`config.mk`:
```
export PLATFORM = sky130hd
export DESIGN_NAME = dtd_decoder
export DESIGN_NICKNAME = d
export VERILOG_FILES = /design/src/pkg/dtd_pkg.sv /design/src/hdl/dtd_cycle_counter.sv /design/src/hdl/dtd_decoder.sv
export SDC_FILE = /design/constraint.sdc
export NUM_CORES = 1
export LEC_CHECK = 0
export ABC_AREA = 1
export CORE_MARGIN = 4
export CORE_UTILIZATION = 35
export DETAILED_ROUTE_END_ITERATION = 8
export DONT_BUFFER_PORTS = 1
export GPL_ROUTABILITY_DRIVEN = 0
export GPL_TIMING_DRIVEN = 0
export PLACE_DENSITY = 0.61
export RECOVER_POWER = 25
export SYNTH_ARGS = -nofsm -noshare
export SYNTH_HDL_FRONTEND = slang
export SYNTH_HIERARCHICAL = 1
export SYNTH_SLANG_ARGS = --single-unit
```
`constraint.sdc`:
```
create_clock -name clock -period 2.1 [get_ports clock]
set_clock_uncertainty 0.15 [all_clocks]
set_input_delay 0.42 -clock clock [delete_from_list [all_inputs] [get_ports clock]]
set_output_delay 0.42 -clock clock [all_outputs]
set_load 0.02 [all_outputs]
```
`src/pkg/dtd_pkg.sv`:
```
package dtd_pkg;

   // Opcode bytes
   localparam logic [7:0] OP_MOV_TO_SEG      = 8'h8E;
   localparam logic [7:0] OP_MOV_FROM_SEG    = 8'h8C;
   localparam logic [7:0] OP_TABLE_TRANSLATE = 8'hD7;
   localparam logic [7:0] OP_LOAD_EA         = 8'h8D;
   localparam logic [7:0] OP_LOAD_FAR_DS     = 8'hC5;
   localparam logic [7:0] OP_LOAD_FAR_ES     = 8'hC4;
   localparam logic [7:0] OP_FLAGS_TO_AH     = 8'h9F;
   localparam logic [7:0] OP_AH_TO_FLAGS     = 8'h9E;

   // Addressing byte fields
   localparam int         MODE_POS      = 6;
   localparam int         REG_POS       = 3;
   localparam int         RM_POS        = 0;
   localparam logic [1:0] MODE_REG_DIRECT = 2'h3;

   // Execution clock counts
   localparam logic [5:0] CLK_TO_SEG_REG      = 6'h02;
   localparam logic [5:0] CLK_TO_SEG_MEM      = 6'h0D;
   localparam logic [5:0] CLK_FROM_SEG_REG    = 6'h02;
   localparam logic [5:0] CLK_FROM_SEG_MEM    = 6'h0F;
   localparam logic [5:0] CLK_TABLE_TRANSLATE = 6'h0F;
   localparam logic [5:0] CLK_LOAD_EA         = 6'h06;
   localparam logic [5:0] CLK_LOAD_FAR        = 6'h1A;
   localparam logic [5:0] CLK_FLAGS_TO_AH     = 6'h02;
   localparam logic [5:0] CLK_AH_TO_FLAGS     = 6'h03;
   localparam logic [5:0] CLK_WORD_PENALTY    = 6'h04;
   localparam logic [1:0] CLK_SYNC_EARLY      = 2'h1;
   localparam logic [1:0] CLK_SYNC_LATE       = 2'h2;

   // Reset values
   localparam logic [7:0] RESET_BYTE = 8'h00;
   localparam logic [5:0] RESET_COUNT = 6'h00;

   typedef enum logic [3:0] {
      KIND_NONE,
      KIND_MOV_TO_SEG,
      KIND_MOV_FROM_SEG,
      KIND_TABLE_TRANSLATE,
      KIND_LOAD_EA,
      KIND_LOAD_FAR_DS,
      KIND_LOAD_FAR_ES,
      KIND_FLAGS_TO_AH,
      KIND_AH_TO_FLAGS,
      KIND_UNSUPPORTED
   } dtd_kind_t;

   typedef struct packed {
      dtd_kind_t  kind;
      logic [1:0] mode;
      logic [2:0] reg_f;
      logic [2:0] rm;
      logic       mem;
   } dtd_op_t;

   typedef struct packed {
      logic       we;
      logic [7:0] data;
   } dtd_wr_t;

endpackage

```
`src/hdl/dtd_cycle_counter.sv`:
```
`timescale 1ns/1ps
module dtd_cycle_counter (
   // Clock and reset
   input  wire logic       clock,
   input  wire logic       resetn,
   // Control
   input  wire logic       load,
   input  wire logic [5:0] load_val,
   // Status
   output logic [5:0]      count_q,
   output logic            last
);

   always_ff @(posedge clock or negedge resetn) begin
      if (!resetn) begin
         count_q <= dtd_pkg::RESET_COUNT;
      end else if (load) begin
         count_q <= load_val;
      end else if (count_q != dtd_pkg::RESET_COUNT) begin
         count_q <= count_q - 6'h01;
      end
   end

   assign last = (count_q == 6'h01);

endmodule

```
`src/hdl/dtd_decoder.sv`:
```
// Operation
// - 8E plus addressing byte: to segment, 2/13
// - 8C plus addressing byte: from segment, 2/15
// - D7 table translate into low accumulator, 15
// - 8D loads effective address, no memory, 6
// - C5 far pointer with data segment, 26
// - C4 far pointer with extra segment, 26
// - 9F flags low byte to accumulator high, 2
// - 9E accumulator high to flags low, 3
// - Memory ops add one or two handshake clocks
// - Jump counts include destination opcode fetch
// - Word memory transfers add four clocks
`timescale 1ns/1ps
module dtd_decoder (
   // Clock and reset
   input  wire logic            clock,
   input  wire logic            resetn,
   // Prefetch queue
   input  wire logic            q_valid,
   input  wire logic [7:0]      q_byte,
   output logic                 q_ready,
   // Control flow
   input  wire logic            redirect,
   input  wire logic            word_penalty_en,
   output logic                 branch_fetched,
   // Bus interface unit
   output logic                 bus_req,
   output logic                 bus_we,
   input  wire logic            bus_done,
   input  wire logic [7:0]      bus_rdata,
   // Execution unit state
   input  wire logic [7:0]      flags_lo,
   input  wire logic [7:0]      acc_hi,
   // Results
   output dtd_pkg::dtd_op_t     op_q,
   output logic                 done,
   output logic                 fault_form,
   output logic                 fault_opcode,
   output dtd_pkg::dtd_wr_t     al_wr,
   output dtd_pkg::dtd_wr_t     ah_wr,
   output dtd_pkg::dtd_wr_t     flags_wr,
   output logic                 seg_we,
   output logic [1:0]           seg_idx,
   output logic                 reg_we,
   output logic [2:0]           reg_idx,
   output logic                 busy
);
   typedef enum logic [2:0] {
      S_OPCODE,
      S_MODRM,
      S_EXEC,
      S_WAIT_BUS,
      S_SYNC
   } dtd_state_t;
   dtd_state_t         state_q;
   dtd_pkg::dtd_op_t   op_d;
   logic               take;
   logic               load;
   logic [5:0]         load_val;
   logic [5:0]         count_q;
   logic               last;
   logic [1:0]         sync_q;
   logic               bus_seen_q;
   logic               dest_fetch_q;
   logic [7:0]         rdata_q;
   logic               finish;
   function automatic dtd_pkg::dtd_kind_t kind_of(input logic [7:0] b);
      case (b)
         dtd_pkg::OP_MOV_TO_SEG:      kind_of = dtd_pkg::KIND_MOV_TO_SEG;
         dtd_pkg::OP_MOV_FROM_SEG:    kind_of = dtd_pkg::KIND_MOV_FROM_SEG;
         dtd_pkg::OP_TABLE_TRANSLATE: kind_of = dtd_pkg::KIND_TABLE_TRANSLATE;
         dtd_pkg::OP_LOAD_EA:         kind_of = dtd_pkg::KIND_LOAD_EA;
         dtd_pkg::OP_LOAD_FAR_DS:     kind_of = dtd_pkg::KIND_LOAD_FAR_DS;
         dtd_pkg::OP_LOAD_FAR_ES:     kind_of = dtd_pkg::KIND_LOAD_FAR_ES;
         dtd_pkg::OP_FLAGS_TO_AH:     kind_of = dtd_pkg::KIND_FLAGS_TO_AH;
         dtd_pkg::OP_AH_TO_FLAGS:     kind_of = dtd_pkg::KIND_AH_TO_FLAGS;
         default:                     kind_of = dtd_pkg::KIND_UNSUPPORTED;
      endcase
   endfunction
   function automatic logic needs_modrm(input dtd_pkg::dtd_kind_t k);
      needs_modrm = (k == dtd_pkg::KIND_MOV_TO_SEG) || (k == dtd_pkg::KIND_MOV_FROM_SEG) ||
                    (k == dtd_pkg::KIND_LOAD_EA) || (k == dtd_pkg::KIND_LOAD_FAR_DS) ||
                    (k == dtd_pkg::KIND_LOAD_FAR_ES);
   endfunction
   // Which forms actually move data over the bus
   function automatic logic uses_bus(input dtd_pkg::dtd_op_t o);
      case (o.kind)
         dtd_pkg::KIND_MOV_TO_SEG,
         dtd_pkg::KIND_MOV_FROM_SEG:    uses_bus = o.mem;
         dtd_pkg::KIND_TABLE_TRANSLATE,
         dtd_pkg::KIND_LOAD_FAR_DS,
         dtd_pkg::KIND_LOAD_FAR_ES:     uses_bus = 1'b1;
         default:                       uses_bus = 1'b0;
      endcase
   endfunction
   function automatic logic [5:0] exec_clocks(input dtd_pkg::dtd_op_t o, input logic wpen);
      logic [5:0] base;
      base = dtd_pkg::CLK_LOAD_EA;
      case (o.kind)
         dtd_pkg::KIND_MOV_TO_SEG:      base = o.mem ? dtd_pkg::CLK_TO_SEG_MEM
                                                     : dtd_pkg::CLK_TO_SEG_REG;
         dtd_pkg::KIND_MOV_FROM_SEG:    base = o.mem ? dtd_pkg::CLK_FROM_SEG_MEM
                                                     : dtd_pkg::CLK_FROM_SEG_REG;
         dtd_pkg::KIND_TABLE_TRANSLATE: base = dtd_pkg::CLK_TABLE_TRANSLATE;
         dtd_pkg::KIND_LOAD_EA:         base = dtd_pkg::CLK_LOAD_EA;
         dtd_pkg::KIND_LOAD_FAR_DS,
         dtd_pkg::KIND_LOAD_FAR_ES:     base = dtd_pkg::CLK_LOAD_FAR;
         dtd_pkg::KIND_FLAGS_TO_AH:     base = dtd_pkg::CLK_FLAGS_TO_AH;
         dtd_pkg::KIND_AH_TO_FLAGS:     base = dtd_pkg::CLK_AH_TO_FLAGS;
         default:                       base = dtd_pkg::CLK_LOAD_EA;
      endcase
      // Only bus transfers pay the word penalty
      if (wpen && uses_bus(o)) begin
         base = base + dtd_pkg::CLK_WORD_PENALTY;
      end
      exec_clocks = base;
   endfunction
   // Stalls simply wait on the queue, so counts hold only if it is primed
   assign q_ready = !redirect && ((state_q == S_OPCODE) || (state_q == S_MODRM));
   assign take    = q_valid && q_ready;
   assign busy    = (state_q != S_OPCODE);
   assign finish  = !redirect &&
                    (((state_q == S_EXEC) && last && !uses_bus(op_q)) ||
                     ((state_q == S_SYNC) && (sync_q == 2'h1)));
   always_comb begin
      op_d = op_q;
      if (state_q == S_OPCODE) begin
         op_d.kind  = kind_of(q_byte);
         op_d.mode  = 2'h0;
         op_d.reg_f = 3'h0;
         op_d.rm    = 3'h0;
         op_d.mem   = (kind_of(q_byte) == dtd_pkg::KIND_TABLE_TRANSLATE);
      end else begin
         op_d.mode  = q_byte[dtd_pkg::MODE_POS +: 2];
         op_d.reg_f = q_byte[dtd_pkg::REG_POS +: 3];
         op_d.rm    = q_byte[dtd_pkg::RM_POS +: 3];
         op_d.mem   = (q_byte[dtd_pkg::MODE_POS +: 2] != dtd_pkg::MODE_REG_DIRECT);
      end
   end
   always_comb begin
      load     = 1'b0;
      load_val = exec_clocks(op_d, word_penalty_en);
      if (take) begin
         if (state_q == S_OPCODE) begin
            load = (op_d.kind != dtd_pkg::KIND_UNSUPPORTED) && !needs_modrm(op_d.kind);
         end else begin
            load = op_d.mem || !((op_d.kind == dtd_pkg::KIND_LOAD_FAR_DS) ||
                                 (op_d.kind == dtd_pkg::KIND_LOAD_FAR_ES));
         end
      end
   end
   dtd_cycle_counter i_dtd_cycle_counter (
      .clock    (clock),
      .resetn   (resetn),
      .load     (load),
      .load_val (load_val),
      .count_q  (count_q),
      .last     (last)
   );
   // Sequencing
   always_ff @(posedge clock or negedge resetn) begin
      if (!resetn) begin
         state_q <= S_OPCODE;
      end else if (redirect) begin
         state_q <= S_OPCODE;
      end else begin
         case (state_q)
            S_OPCODE: begin
               if (take && (op_d.kind != dtd_pkg::KIND_UNSUPPORTED)) begin
                  state_q <= needs_modrm(op_d.kind) ? S_MODRM : S_EXEC;
               end
            end
            S_MODRM: begin
               if (take) begin
                  state_q <= load ? S_EXEC : S_OPCODE;
               end
            end
            S_EXEC: begin
               if (last) begin
                  state_q <= !uses_bus(op_q) ? S_OPCODE :
                             (bus_seen_q || bus_done) ? S_SYNC : S_WAIT_BUS;
               end
            end
            S_WAIT_BUS: begin
               if (bus_done) begin
                  state_q <= S_SYNC;
               end
            end
            S_SYNC: begin
               if (sync_q == 2'h1) begin
                  state_q <= S_OPCODE;
               end
            end
            default: state_q <= S_OPCODE;
         endcase
      end
   end
   // Handshake penalty: one clock if data was early, two if it was late
   always_ff @(posedge clock or negedge resetn) begin
      if (!resetn) begin
         sync_q <= 2'h0;
      end else if ((state_q == S_EXEC) && last && uses_bus(op_q)) begin
         sync_q <= (bus_seen_q || bus_done) ? dtd_pkg::CLK_SYNC_EARLY
                                            : dtd_pkg::CLK_SYNC_LATE;
      end else if ((state_q == S_WAIT_BUS) && bus_done) begin
         sync_q <= dtd_pkg::CLK_SYNC_LATE;
      end else if ((state_q == S_SYNC) && (sync_q != 2'h0)) begin
         sync_q <= sync_q - 2'h1;
      end
   end
   // Decoded operation
   always_ff @(posedge clock or negedge resetn) begin
      if (!resetn) begin
         op_q <= '0;
      end else if (take) begin
         op_q <= op_d;
      end
   end
   // Bus request; a late reply is waited out in S_WAIT_BUS and bus_rdata is latched on bus_done, so no hold is needed
   always_ff @(posedge clock or negedge resetn) begin
      if (!resetn) begin
         bus_req    <= 1'b0;
         bus_we     <= 1'b0;
         bus_seen_q <= 1'b0;
         rdata_q    <= dtd_pkg::RESET_BYTE;
      end else if (redirect) begin
         bus_req    <= 1'b0;
         bus_we     <= 1'b0;
         bus_seen_q <= 1'b0;
      end else if (load) begin
         bus_req    <= uses_bus(op_d);
         bus_we     <= (op_d.kind == dtd_pkg::KIND_MOV_FROM_SEG) && op_d.mem;
         bus_seen_q <= 1'b0;
      end else if (bus_req && bus_done) begin
         bus_req    <= 1'b0;
         bus_seen_q <= 1'b1;
         rdata_q    <= bus_rdata;
      end
   end
   // Destination opcode fetch closes a jump's count
   always_ff @(posedge clock or negedge resetn) begin
      if (!resetn) begin
         dest_fetch_q   <= 1'b0;
         branch_fetched <= 1'b0;
      end else begin
         branch_fetched <= dest_fetch_q && take && (state_q == S_OPCODE);
         if (redirect) begin
            dest_fetch_q <= 1'b1;
         end else if (take && (state_q == S_OPCODE)) begin
            dest_fetch_q <= 1'b0;
         end
      end
   end
   // Faults: register-direct far load, or opcode outside this group
   always_ff @(posedge clock or negedge resetn) begin
      if (!resetn) begin
         fault_form   <= 1'b0;
         fault_opcode <= 1'b0;
      end else begin
         fault_form   <= take && (state_q == S_MODRM) && !load;
         fault_opcode <= take && (state_q == S_OPCODE) &&
                         (op_d.kind == dtd_pkg::KIND_UNSUPPORTED);
      end
   end
   // Write-back strobes on the completing clock
   always_ff @(posedge clock or negedge resetn) begin
      if (!resetn) begin
         done     <= 1'b0;
         al_wr    <= '0;
         ah_wr    <= '0;
         flags_wr <= '0;
         seg_we   <= 1'b0;
         seg_idx  <= 2'h0;
         reg_we   <= 1'b0;
         reg_idx  <= 3'h0;
      end else begin
         done        <= finish;
         al_wr.we    <= finish && (op_q.kind == dtd_pkg::KIND_TABLE_TRANSLATE);
         al_wr.data  <= (bus_seen_q || !bus_done) ? rdata_q : bus_rdata;
         ah_wr.we    <= finish && (op_q.kind == dtd_pkg::KIND_FLAGS_TO_AH);
         ah_wr.data  <= flags_lo;
         flags_wr.we <= finish && (op_q.kind == dtd_pkg::KIND_AH_TO_FLAGS);
         flags_wr.data <= acc_hi;
         seg_we      <= finish && ((op_q.kind == dtd_pkg::KIND_MOV_TO_SEG) ||
                                   (op_q.kind == dtd_pkg::KIND_LOAD_FAR_DS) ||
                                   (op_q.kind == dtd_pkg::KIND_LOAD_FAR_ES));
         seg_idx     <= (op_q.kind == dtd_pkg::KIND_LOAD_FAR_DS) ? 2'h3 :
                        (op_q.kind == dtd_pkg::KIND_LOAD_FAR_ES) ? 2'h0 : op_q.reg_f[1:0];
         reg_we      <= finish && ((op_q.kind == dtd_pkg::KIND_LOAD_EA) ||
                                   (op_q.kind == dtd_pkg::KIND_LOAD_FAR_DS) ||
                                   (op_q.kind == dtd_pkg::KIND_LOAD_FAR_ES) ||
                                   ((op_q.kind == dtd_pkg::KIND_MOV_FROM_SEG) && !op_q.mem));
         reg_idx     <= ((op_q.kind == dtd_pkg::KIND_MOV_FROM_SEG) ? op_q.rm : op_q.reg_f);
      end
   end
endmodule

```
==> parameters.txt, run 1 <==
Parameter                              Value

Placement
  PortBufs    0
  DP Cell Count    between 500 and 600
  Hpwl dp    around 6600 um
  Post-placement setup slack    -0.597 ns

Logic synthesis
  Warning count from the yosys run    6
  Sequential cell area fraction in the yosys report    50.8%
  Synth Cell Area    approximately 3600 sq um
  Cell accounting for the most synthesized area    sky130_fd_sc_hd__dfrtp_1
  Post-synth net total    between 400 and 500
  Portion of synthesized cell area occupied by the leading cell type    ~51%
  Syn Inst Count    433
  Average size of a mapped cell    8.41 sq um
  Count of cell types in the netlist    37
  Yosys reg bits    74
  Most area-consuming cells after synthesis    sky130_fd_sc_hd__dfrtp_1 (51%), sky130_fd_sc_hd__nand2_1 (12%), sky130_fd_sc_hd__inv_1 (5.4%)

Finish
  Area Overhead vs Synth    35.3%
  Non-filler instance count after layout    between 600 and 700
  Proportion of layout cells with a drive suffix above 1    approximately a third
  Final layout net count    approximately 540
  ANT cells    0

STA
  Setup Viol. Count Final    21
  Final Slew Violations    0
  Final Hold Vio Count    74
  Worst hold slack    -0.388 ns
  Final worst path period share    118%
  Unrepaired setup endpoints after global routing    true
  Final Worst Setup Slack    -0.376 ns
  Maximum achievable frequency    404 MHz
  Shortest clock period the worst path allows after layout    roughly 2.5 ns

Floorplan
  Count of boundary I/O pins    93
  Floorplan Core Area    approximately 10000 sq um
  Starting Density    between 30% and 40%
  Die area    ~12000 sq um
  FP Rows    36
  Horizontal die dimension    110 um
  Die height    ~110 um

Critical path
  Capturing element type of the critical path    flop
  Setup CP Type    reg2reg
  CP startpoint kind    flop
  Cell type of the slowest stage on the worst timing path    sky130_fd_sc_hd__dfrtp_2
  Biggest cell delay along the critical path    approximately 0.47 ns
  Worst Path Required    between 2 and 2.5 ns
  Most used cell along the critical path    sky130_fd_sc_hd__nand2_4
  Cell chain of the critical path    nor2_4, nand2_8, nand2_4, nand2_4, nor2_1, nand3_1, nand2_4, nand3_4, nand3_4, inv_4, buf_8, inv_8, nand4_4, nand2_1, o21ai_1
  Top fanout value on the critical path    8
  CP Data Arrival Time    between 2 and 3 ns

Job
  Max_cap viols    0

Run status
  Status    finished, violations left
  Failing checks    negative hold slack, negative setup slack

Global routing
  Total routing usage reported by global routing    ~16%
  Pin count of the biggest net entering global routing    75
  Antenna violations before repair    0
  Wire length of the first global-routing pass    around 15000 um
  Remaining global-route overflow    0
  Vias in the first global route    a little over 3000

CTS
  Number of buffers added by the clock tree synthesis step    9
  TritonCTS clock tree    built
  Clock Tree Buf Depth    2
  Clock-pin slew reported for the worst setup and hold paths after clock tree synthesis    0.08 ns
  Clock H-tree levels    3
  Hold-fix buffers, CTS    17
  Clock sink count    74
  Clock root cell    sky130_fd_sc_hd__clkbuf_8
  Skew-Pair Late Insertion Delay    about 0.35 ns

Detailed routing
  Post-DR vias/cell    ~5.0
  Number of detailed-routing iterations run before antenna repair    4
  Routed wire length    about 9600 um
  Final routed wire length divided by cell count    between 15 and 20 um
  DRC Markers    0
  Detailed Route Iter0 Violations    224
  Antenna Violating Nets Remaining    0
  Via count    ~3100

Pwr
  Leakage dissipation    0.00230 uW
  Total chip power    approximately 5600 uW
  Power per cell area    around 1100 nW/um^2
  Maximum vdd drop    a little under 0.0004 V

Worst hold path
  Worst min-delay path class    in2async
-- critical path: cells and delay by family (launching register included) --
family                 cells  cell delay [ns]
and+or+nand+nor           11             1.46
DFF                        1             0.47
AOI/OAI and AO/OA          1             0.06
buffers and inverters      3             0.23
-- final timing paths --
check	startpoint	endpoint	slack, ns	cells after the start
worst max-delay path	state_q[1]	i_dtd_cycle_counter/count_q[1]	-0.38	15
worst min register to register	rdata_q[1]	rdata_q[1]	0.33	2
worst max register to register	state_q[1]	i_dtd_cycle_counter/count_q[1]	-0.38	15
worst min-delay path	resetn	al_wr[4]	-0.39	0
max in group asynchronous	resetn	op_q[10]	2.08	0
min in group clock	bus_rdata[2]	rdata_q[2]	0.06	2
-- flip-flops by register name, indices dropped and copies added, names as in the netlist, 2 cells and up --
signal                       cells
rdata_q                          8
flags_wr                         9
reg_idx                          3
i_dtd_cycle_counter/count_q      6
sync_q                           2
state_q                          3
op_q                            13
seg_idx                          2
ah_wr                            9
al_wr                            9
-- synth_stat cells --
cell type,n
sky130_fd_sc_hd__buf_6,2
sky130_fd_sc_hd__nand3_2,6
sky130_fd_sc_hd__nand2_4,2
sky130_fd_sc_hd__nor2_4,4
sky130_fd_sc_hd__nand4_2,1
sky130_fd_sc_hd__o21ai_2,1
sky130_fd_sc_hd__a21oi_1,9
sky130_fd_sc_hd__o31ai_1,7
sky130_fd_sc_hd__nor4_1,2
sky130_fd_sc_hd__nand3_1,23
sky130_fd_sc_hd__mux2_2,8
sky130_fd_sc_hd__conb_1,1
sky130_fd_sc_hd__nor2_2,6
sky130_fd_sc_hd__clkinv_1,1
sky130_fd_sc_hd__and3_2,1
sky130_fd_sc_hd__o2bb2ai_1,1
sky130_fd_sc_hd__nand2_1,118
sky130_fd_sc_hd__o21ai_0,18
sky130_fd_sc_hd__dfrtp_1,74
sky130_fd_sc_hd__clkbuf_1,3
sky130_fd_sc_hd__inv_4,1
sky130_fd_sc_hd__nor2_1,40
sky130_fd_sc_hd__or2_0,1
sky130_fd_sc_hd__nand2_2,6
sky130_fd_sc_hd__nor3_1,7
sky130_fd_sc_hd__o211ai_2,1
sky130_fd_sc_hd__or2_1,1
sky130_fd_sc_hd__inv_2,4
sky130_fd_sc_hd__inv_1,52
sky130_fd_sc_hd__o22ai_1,2
sky130_fd_sc_hd__a31oi_1,2
sky130_fd_sc_hd__a311oi_1,1
sky130_fd_sc_hd__o21ai_1,5
sky130_fd_sc_hd__buf_2,1
sky130_fd_sc_hd__a21oi_2,3
sky130_fd_sc_hd__ha_1,5
sky130_fd_sc_hd__nand4_1,13
-- logic make-up after synthesis --
kind of cell | count (synthesis) | share of synthesized area (%)
other | 1 | 0.103
multiplexers | 8 | 2.47
adder cells (fa/ha/maj) | 5 | 1.72
AND/OR/NAND/NOR | 231 | 29.4
buffers and inverters | 64 | 7.11
flip-flops | 74 | 50.8
AO/OA/AOI/OAI | 50 | 8.31
-- report_power, final --
part	switching [uW]	internal [uW]	total [uW]	leakage, uW
clock	517	655	1170	0.000101
combinational	1260	986	2240	0.00126
sequential	471	1720	2190	0.000943
total	2240	3360	5600	0.00230
-- cell usage in the layout, fill, tap and decap left out, types with 10 or more instances in the layout --
cell type / n
sky130_fd_sc_hd__nand3_1: 16
sky130_fd_sc_hd__nor2_4: 10
sky130_fd_sc_hd__inv_2: 10
sky130_fd_sc_hd__nor2_2: 17
sky130_fd_sc_hd__nand2_2: 16
sky130_fd_sc_hd__nor2_1: 23
sky130_fd_sc_hd__nand2_4: 14
sky130_fd_sc_hd__nand2_1: 95
sky130_fd_sc_hd__dfrtp_1: 67
sky130_fd_sc_hd__buf_4: 26
sky130_fd_sc_hd__dlygate4sd3_1: 17
sky130_fd_sc_hd__inv_1: 40
sky130_fd_sc_hd__o21ai_0: 13
sky130_fd_sc_hd__nand4_1: 13
-- area by class of cell --
type	instances	area, sq um
Fill cell	900	5030
Multi-Input combinational cell	296	1960
Sequential cell	74	1860
Timing Repair Buffer	49	433
Inverter	58	250
Tap cell	133	166
Clock buffer	9	124
Clock inverter	5	81.3
Buffer	6	56.3
-- routing by layer --
| metal | global-route usage [%] | routed length, um | part of all wire [%] |
|---|---|---|---|
| met1 | 18.6 | 3920 | 41 |
| met2 | 27.1 | 4760 | 50 |
| met3 | 4.02 | 684 | 7.2 |
| met5 | 0 | 0 | 0 |
| met4 | 7.30 | 198 | 2.1 |
-- through the flow --
stage,utilization (%),setup TNS [ns],instance area [sq um]
after detailed placement,39.2,-8.56,3910
after global routing,49.5,-8.06,4930
after floorplan,-,-0.752,3740
after global placement,39.2,-7.66,3910
final,49.5,-5.17,4930
after CTS,45.6,-4.23,4540
-- repair_timing --
action	4_1_cts	5_1_grt
pin swaps	13	28
endpoints found under the setup margin	34	25
endpoints found under the hold margin	92	74
resized for setup	34	74
buffers inserted	18	15
cloned	2	0
Power figures use the tool's default switching activity.
==> inputs of run 2 (changes only) <==
Settings changed: REMOVE_ABC_BUFFERS from default to 1.
==> parameters.txt, run 2 (synthesized netlist as in run 1, its figures left out) <==
Parameter                              Value

Finish
  Area Overhead vs Synth    30.1%
  Most common library cell in the layout ignoring fill and taps    sky130_fd_sc_hd__nand2_1
  Register with the highest flop count    op_q
  Final layout net count    530
  Leading cell types in the layout, fill and taps excluded    sky130_fd_sc_hd__nand2_1 (96), sky130_fd_sc_hd__dfrtp_1 (67), sky130_fd_sc_hd__inv_1 (43), sky130_fd_sc_hd__nor2_1 (35), sky130_fd_sc_hd__buf_4 (22)
  Final Cell Area    about 4700 sq um
  ANT cells    0
  Number of flip-flops under the largest register name    13
  Fill cell instance count of the final layout    between 800 and 900
  Proportion of layout cells with a drive suffix above 1    31.1%
  Final Util    47.6%

Detailed routing
  Detailed Route Iter0 Violations    between 300 and 400
  Via count    3125
  Number of detailed-routing iterations run before antenna repair    4
  Routed wire length    between 9000 and 10000 um
  DRC Markers    0
  Antenna Violating Nets Remaining    0
  Final routed wire length divided by cell count    between 10 and 15 um
  Post-DR vias/cell    5.00

STA
  Final worst path period share    116%
  Shortest clock period the worst path allows after layout    ~2.4 ns
  Max transition margin    around three fifths
  Setup Viol. Count Final    21
  Final Worst Setup Slack    -0.329 ns
  Maximum achievable frequency    412 MHz
  Summed negative setup slack over all endpoints    -5.36 ns
  Unrepaired setup endpoints after global routing    true
  Worst hold slack    -0.395 ns
  Final Hold Vio Count    74
  Final Slew Violations    0
  Slew of the pin with the lowest slew margin    about 0.63 ns

Worst hold path
  Worst min-delay path class    in2async

Placement
  Post-placement setup slack    -1.57 ns
  PortBufs    0
  Placed cell area    3770 sq um
  Hpwl dp    between 6000 and 7000 um

CTS
  Clock sink count    between 70 and 80
  Clock Tree Buf Depth    2
  Clock H-tree levels    3
  Number of buffers added by the clock tree synthesis step    9
  Hold-fix buffers, CTS    17
  TritonCTS clock tree    built
  Clock-pin slew reported for the worst setup and hold paths after clock tree synthesis    approximately 0.080 ns
  Clock root cell    sky130_fd_sc_hd__clkbuf_8
  Skew-Pair Late Insertion Delay    roughly 0.35 ns

Job
  Max_cap viols    0

Pwr
  Maximum vdd drop    roughly 0.00044 V
  Power per cell area    roughly 1100 nW/um^2
  Leakage dissipation    ~0.0022 uW

Global routing
  Antenna violations before repair    0
  Pin count of the biggest net entering global routing    75
  Total routing usage reported by global routing    ~15%
  Remaining global-route overflow    0
  Wire length of the first global-routing pass    between 10000 and 15000 um
  Vias in the first global route    ~3000

Floorplan
  Die height    around 110 um
  Horizontal die dimension    between 100 and 150 um
  Die area    approximately 12000 sq um
  FP Rows    36
  Count of boundary I/O pins    93
  Starting Density    a little over a third
  Floorplan Core Area    9950 sq um

Critical path
  Setup CP Type    reg2reg
  CP Data Arrival Time    between 2 and 3 ns
  CP startpoint kind    flop
  Reg2Reg Depth    15
  Top fanout value on the critical path    7
  Capturing element type of the critical path    flop
  Worst Path Required    2.19 ns

Run status
  Status    finished, violations left
  Failing checks    negative hold slack, negative setup slack
## run 2: metal layers
metal	track usage (%)	vias to the layer above	share of wire, %
li1	-	1517	-
met1	18.4	1485	41
met2	24.9	107	49
met3	5.36	16	9.0
met4	5.52	0	1.6
met5	0	-	0
## run 2: final cells by class
type | instances | area [sq um] | share of cell area [%]
multi-input combinational | 297 | 1850 | 38.9
sequential | 74 | 1860 | 39.3
clock buffer | 10 | 138 | 2.90
clock inverter | 6 | 48.8 | 1.03
inverter | 58 | 250 | 5.28
timing repair buffer | 47 | 429 | 9.06
tap | 133 | 166 | 3.51
## run 2: through the flow
step                hold slack (ns)  instances  power (uW)
global route                 -0.431        625        5630
global placement            -0.0240        560        3400
floorplan                   -0.0256        427        3150
detailed placement          -0.0239        560        3450
CTS                          -0.411        615        4970
finish                       -0.395        625        5230
## run 2: final timing paths
kind | slack (ns) | endpoint | from
max in group asynchronous | 2.08 | op_q[11] | resetn
min in group clock | 0.06 | rdata_q[2] | bus_rdata[2]
worst max-delay path | -0.33 | i_dtd_cycle_counter/count_q[1] | state_q[2]
worst min register to register | 0.33 | rdata_q[2] | rdata_q[2]
worst max register to register | -0.33 | i_dtd_cycle_counter/count_q[1] | state_q[2]
worst min-delay path | -0.40 | al_wr[2] | resetn
## run 2: critical path, cell delays in order (launching register included)
cell and delay (ns):
sky130_fd_sc_hd__dfrtp_2 0.44, sky130_fd_sc_hd__nor2_4 0.18, sky130_fd_sc_hd__nand2_8 0.13, sky130_fd_sc_hd__inv_12 0.10, sky130_fd_sc_hd__buf_6 0.09, sky130_fd_sc_hd__nand3_4 0.09
sky130_fd_sc_hd__nand2_4 0.12, sky130_fd_sc_hd__nand3_1 0.10, sky130_fd_sc_hd__nand2_2 0.12, sky130_fd_sc_hd__nand3_2 0.12, sky130_fd_sc_hd__nand3_4 0.12, sky130_fd_sc_hd__clkinvlp_4 0.15
sky130_fd_sc_hd__inv_4 0.12, sky130_fd_sc_hd__nand4_4 0.15, sky130_fd_sc_hd__nand2_1 0.09, sky130_fd_sc_hd__o21ai_1 0.06
## run 2: repair_timing
item | 4_1_cts | 5_1_grt
pin swaps | 25 | 21
hold endpoints to repair | 92 | 74
resized for setup | 54 | 52
buffers inserted | 23 | 10
setup endpoints to repair | 42 | 31
gates cloned | 2 | 0
## run 2: report_power, final
group | total, uW | internal (uW) | leakage, uW | switching (uW)
logic | 2010 | 851 | 0.00122 | 1160
clock network | 1030 | 471 | 0.0000855 | 555
registers | 2190 | 1720 | 0.000943 | 476
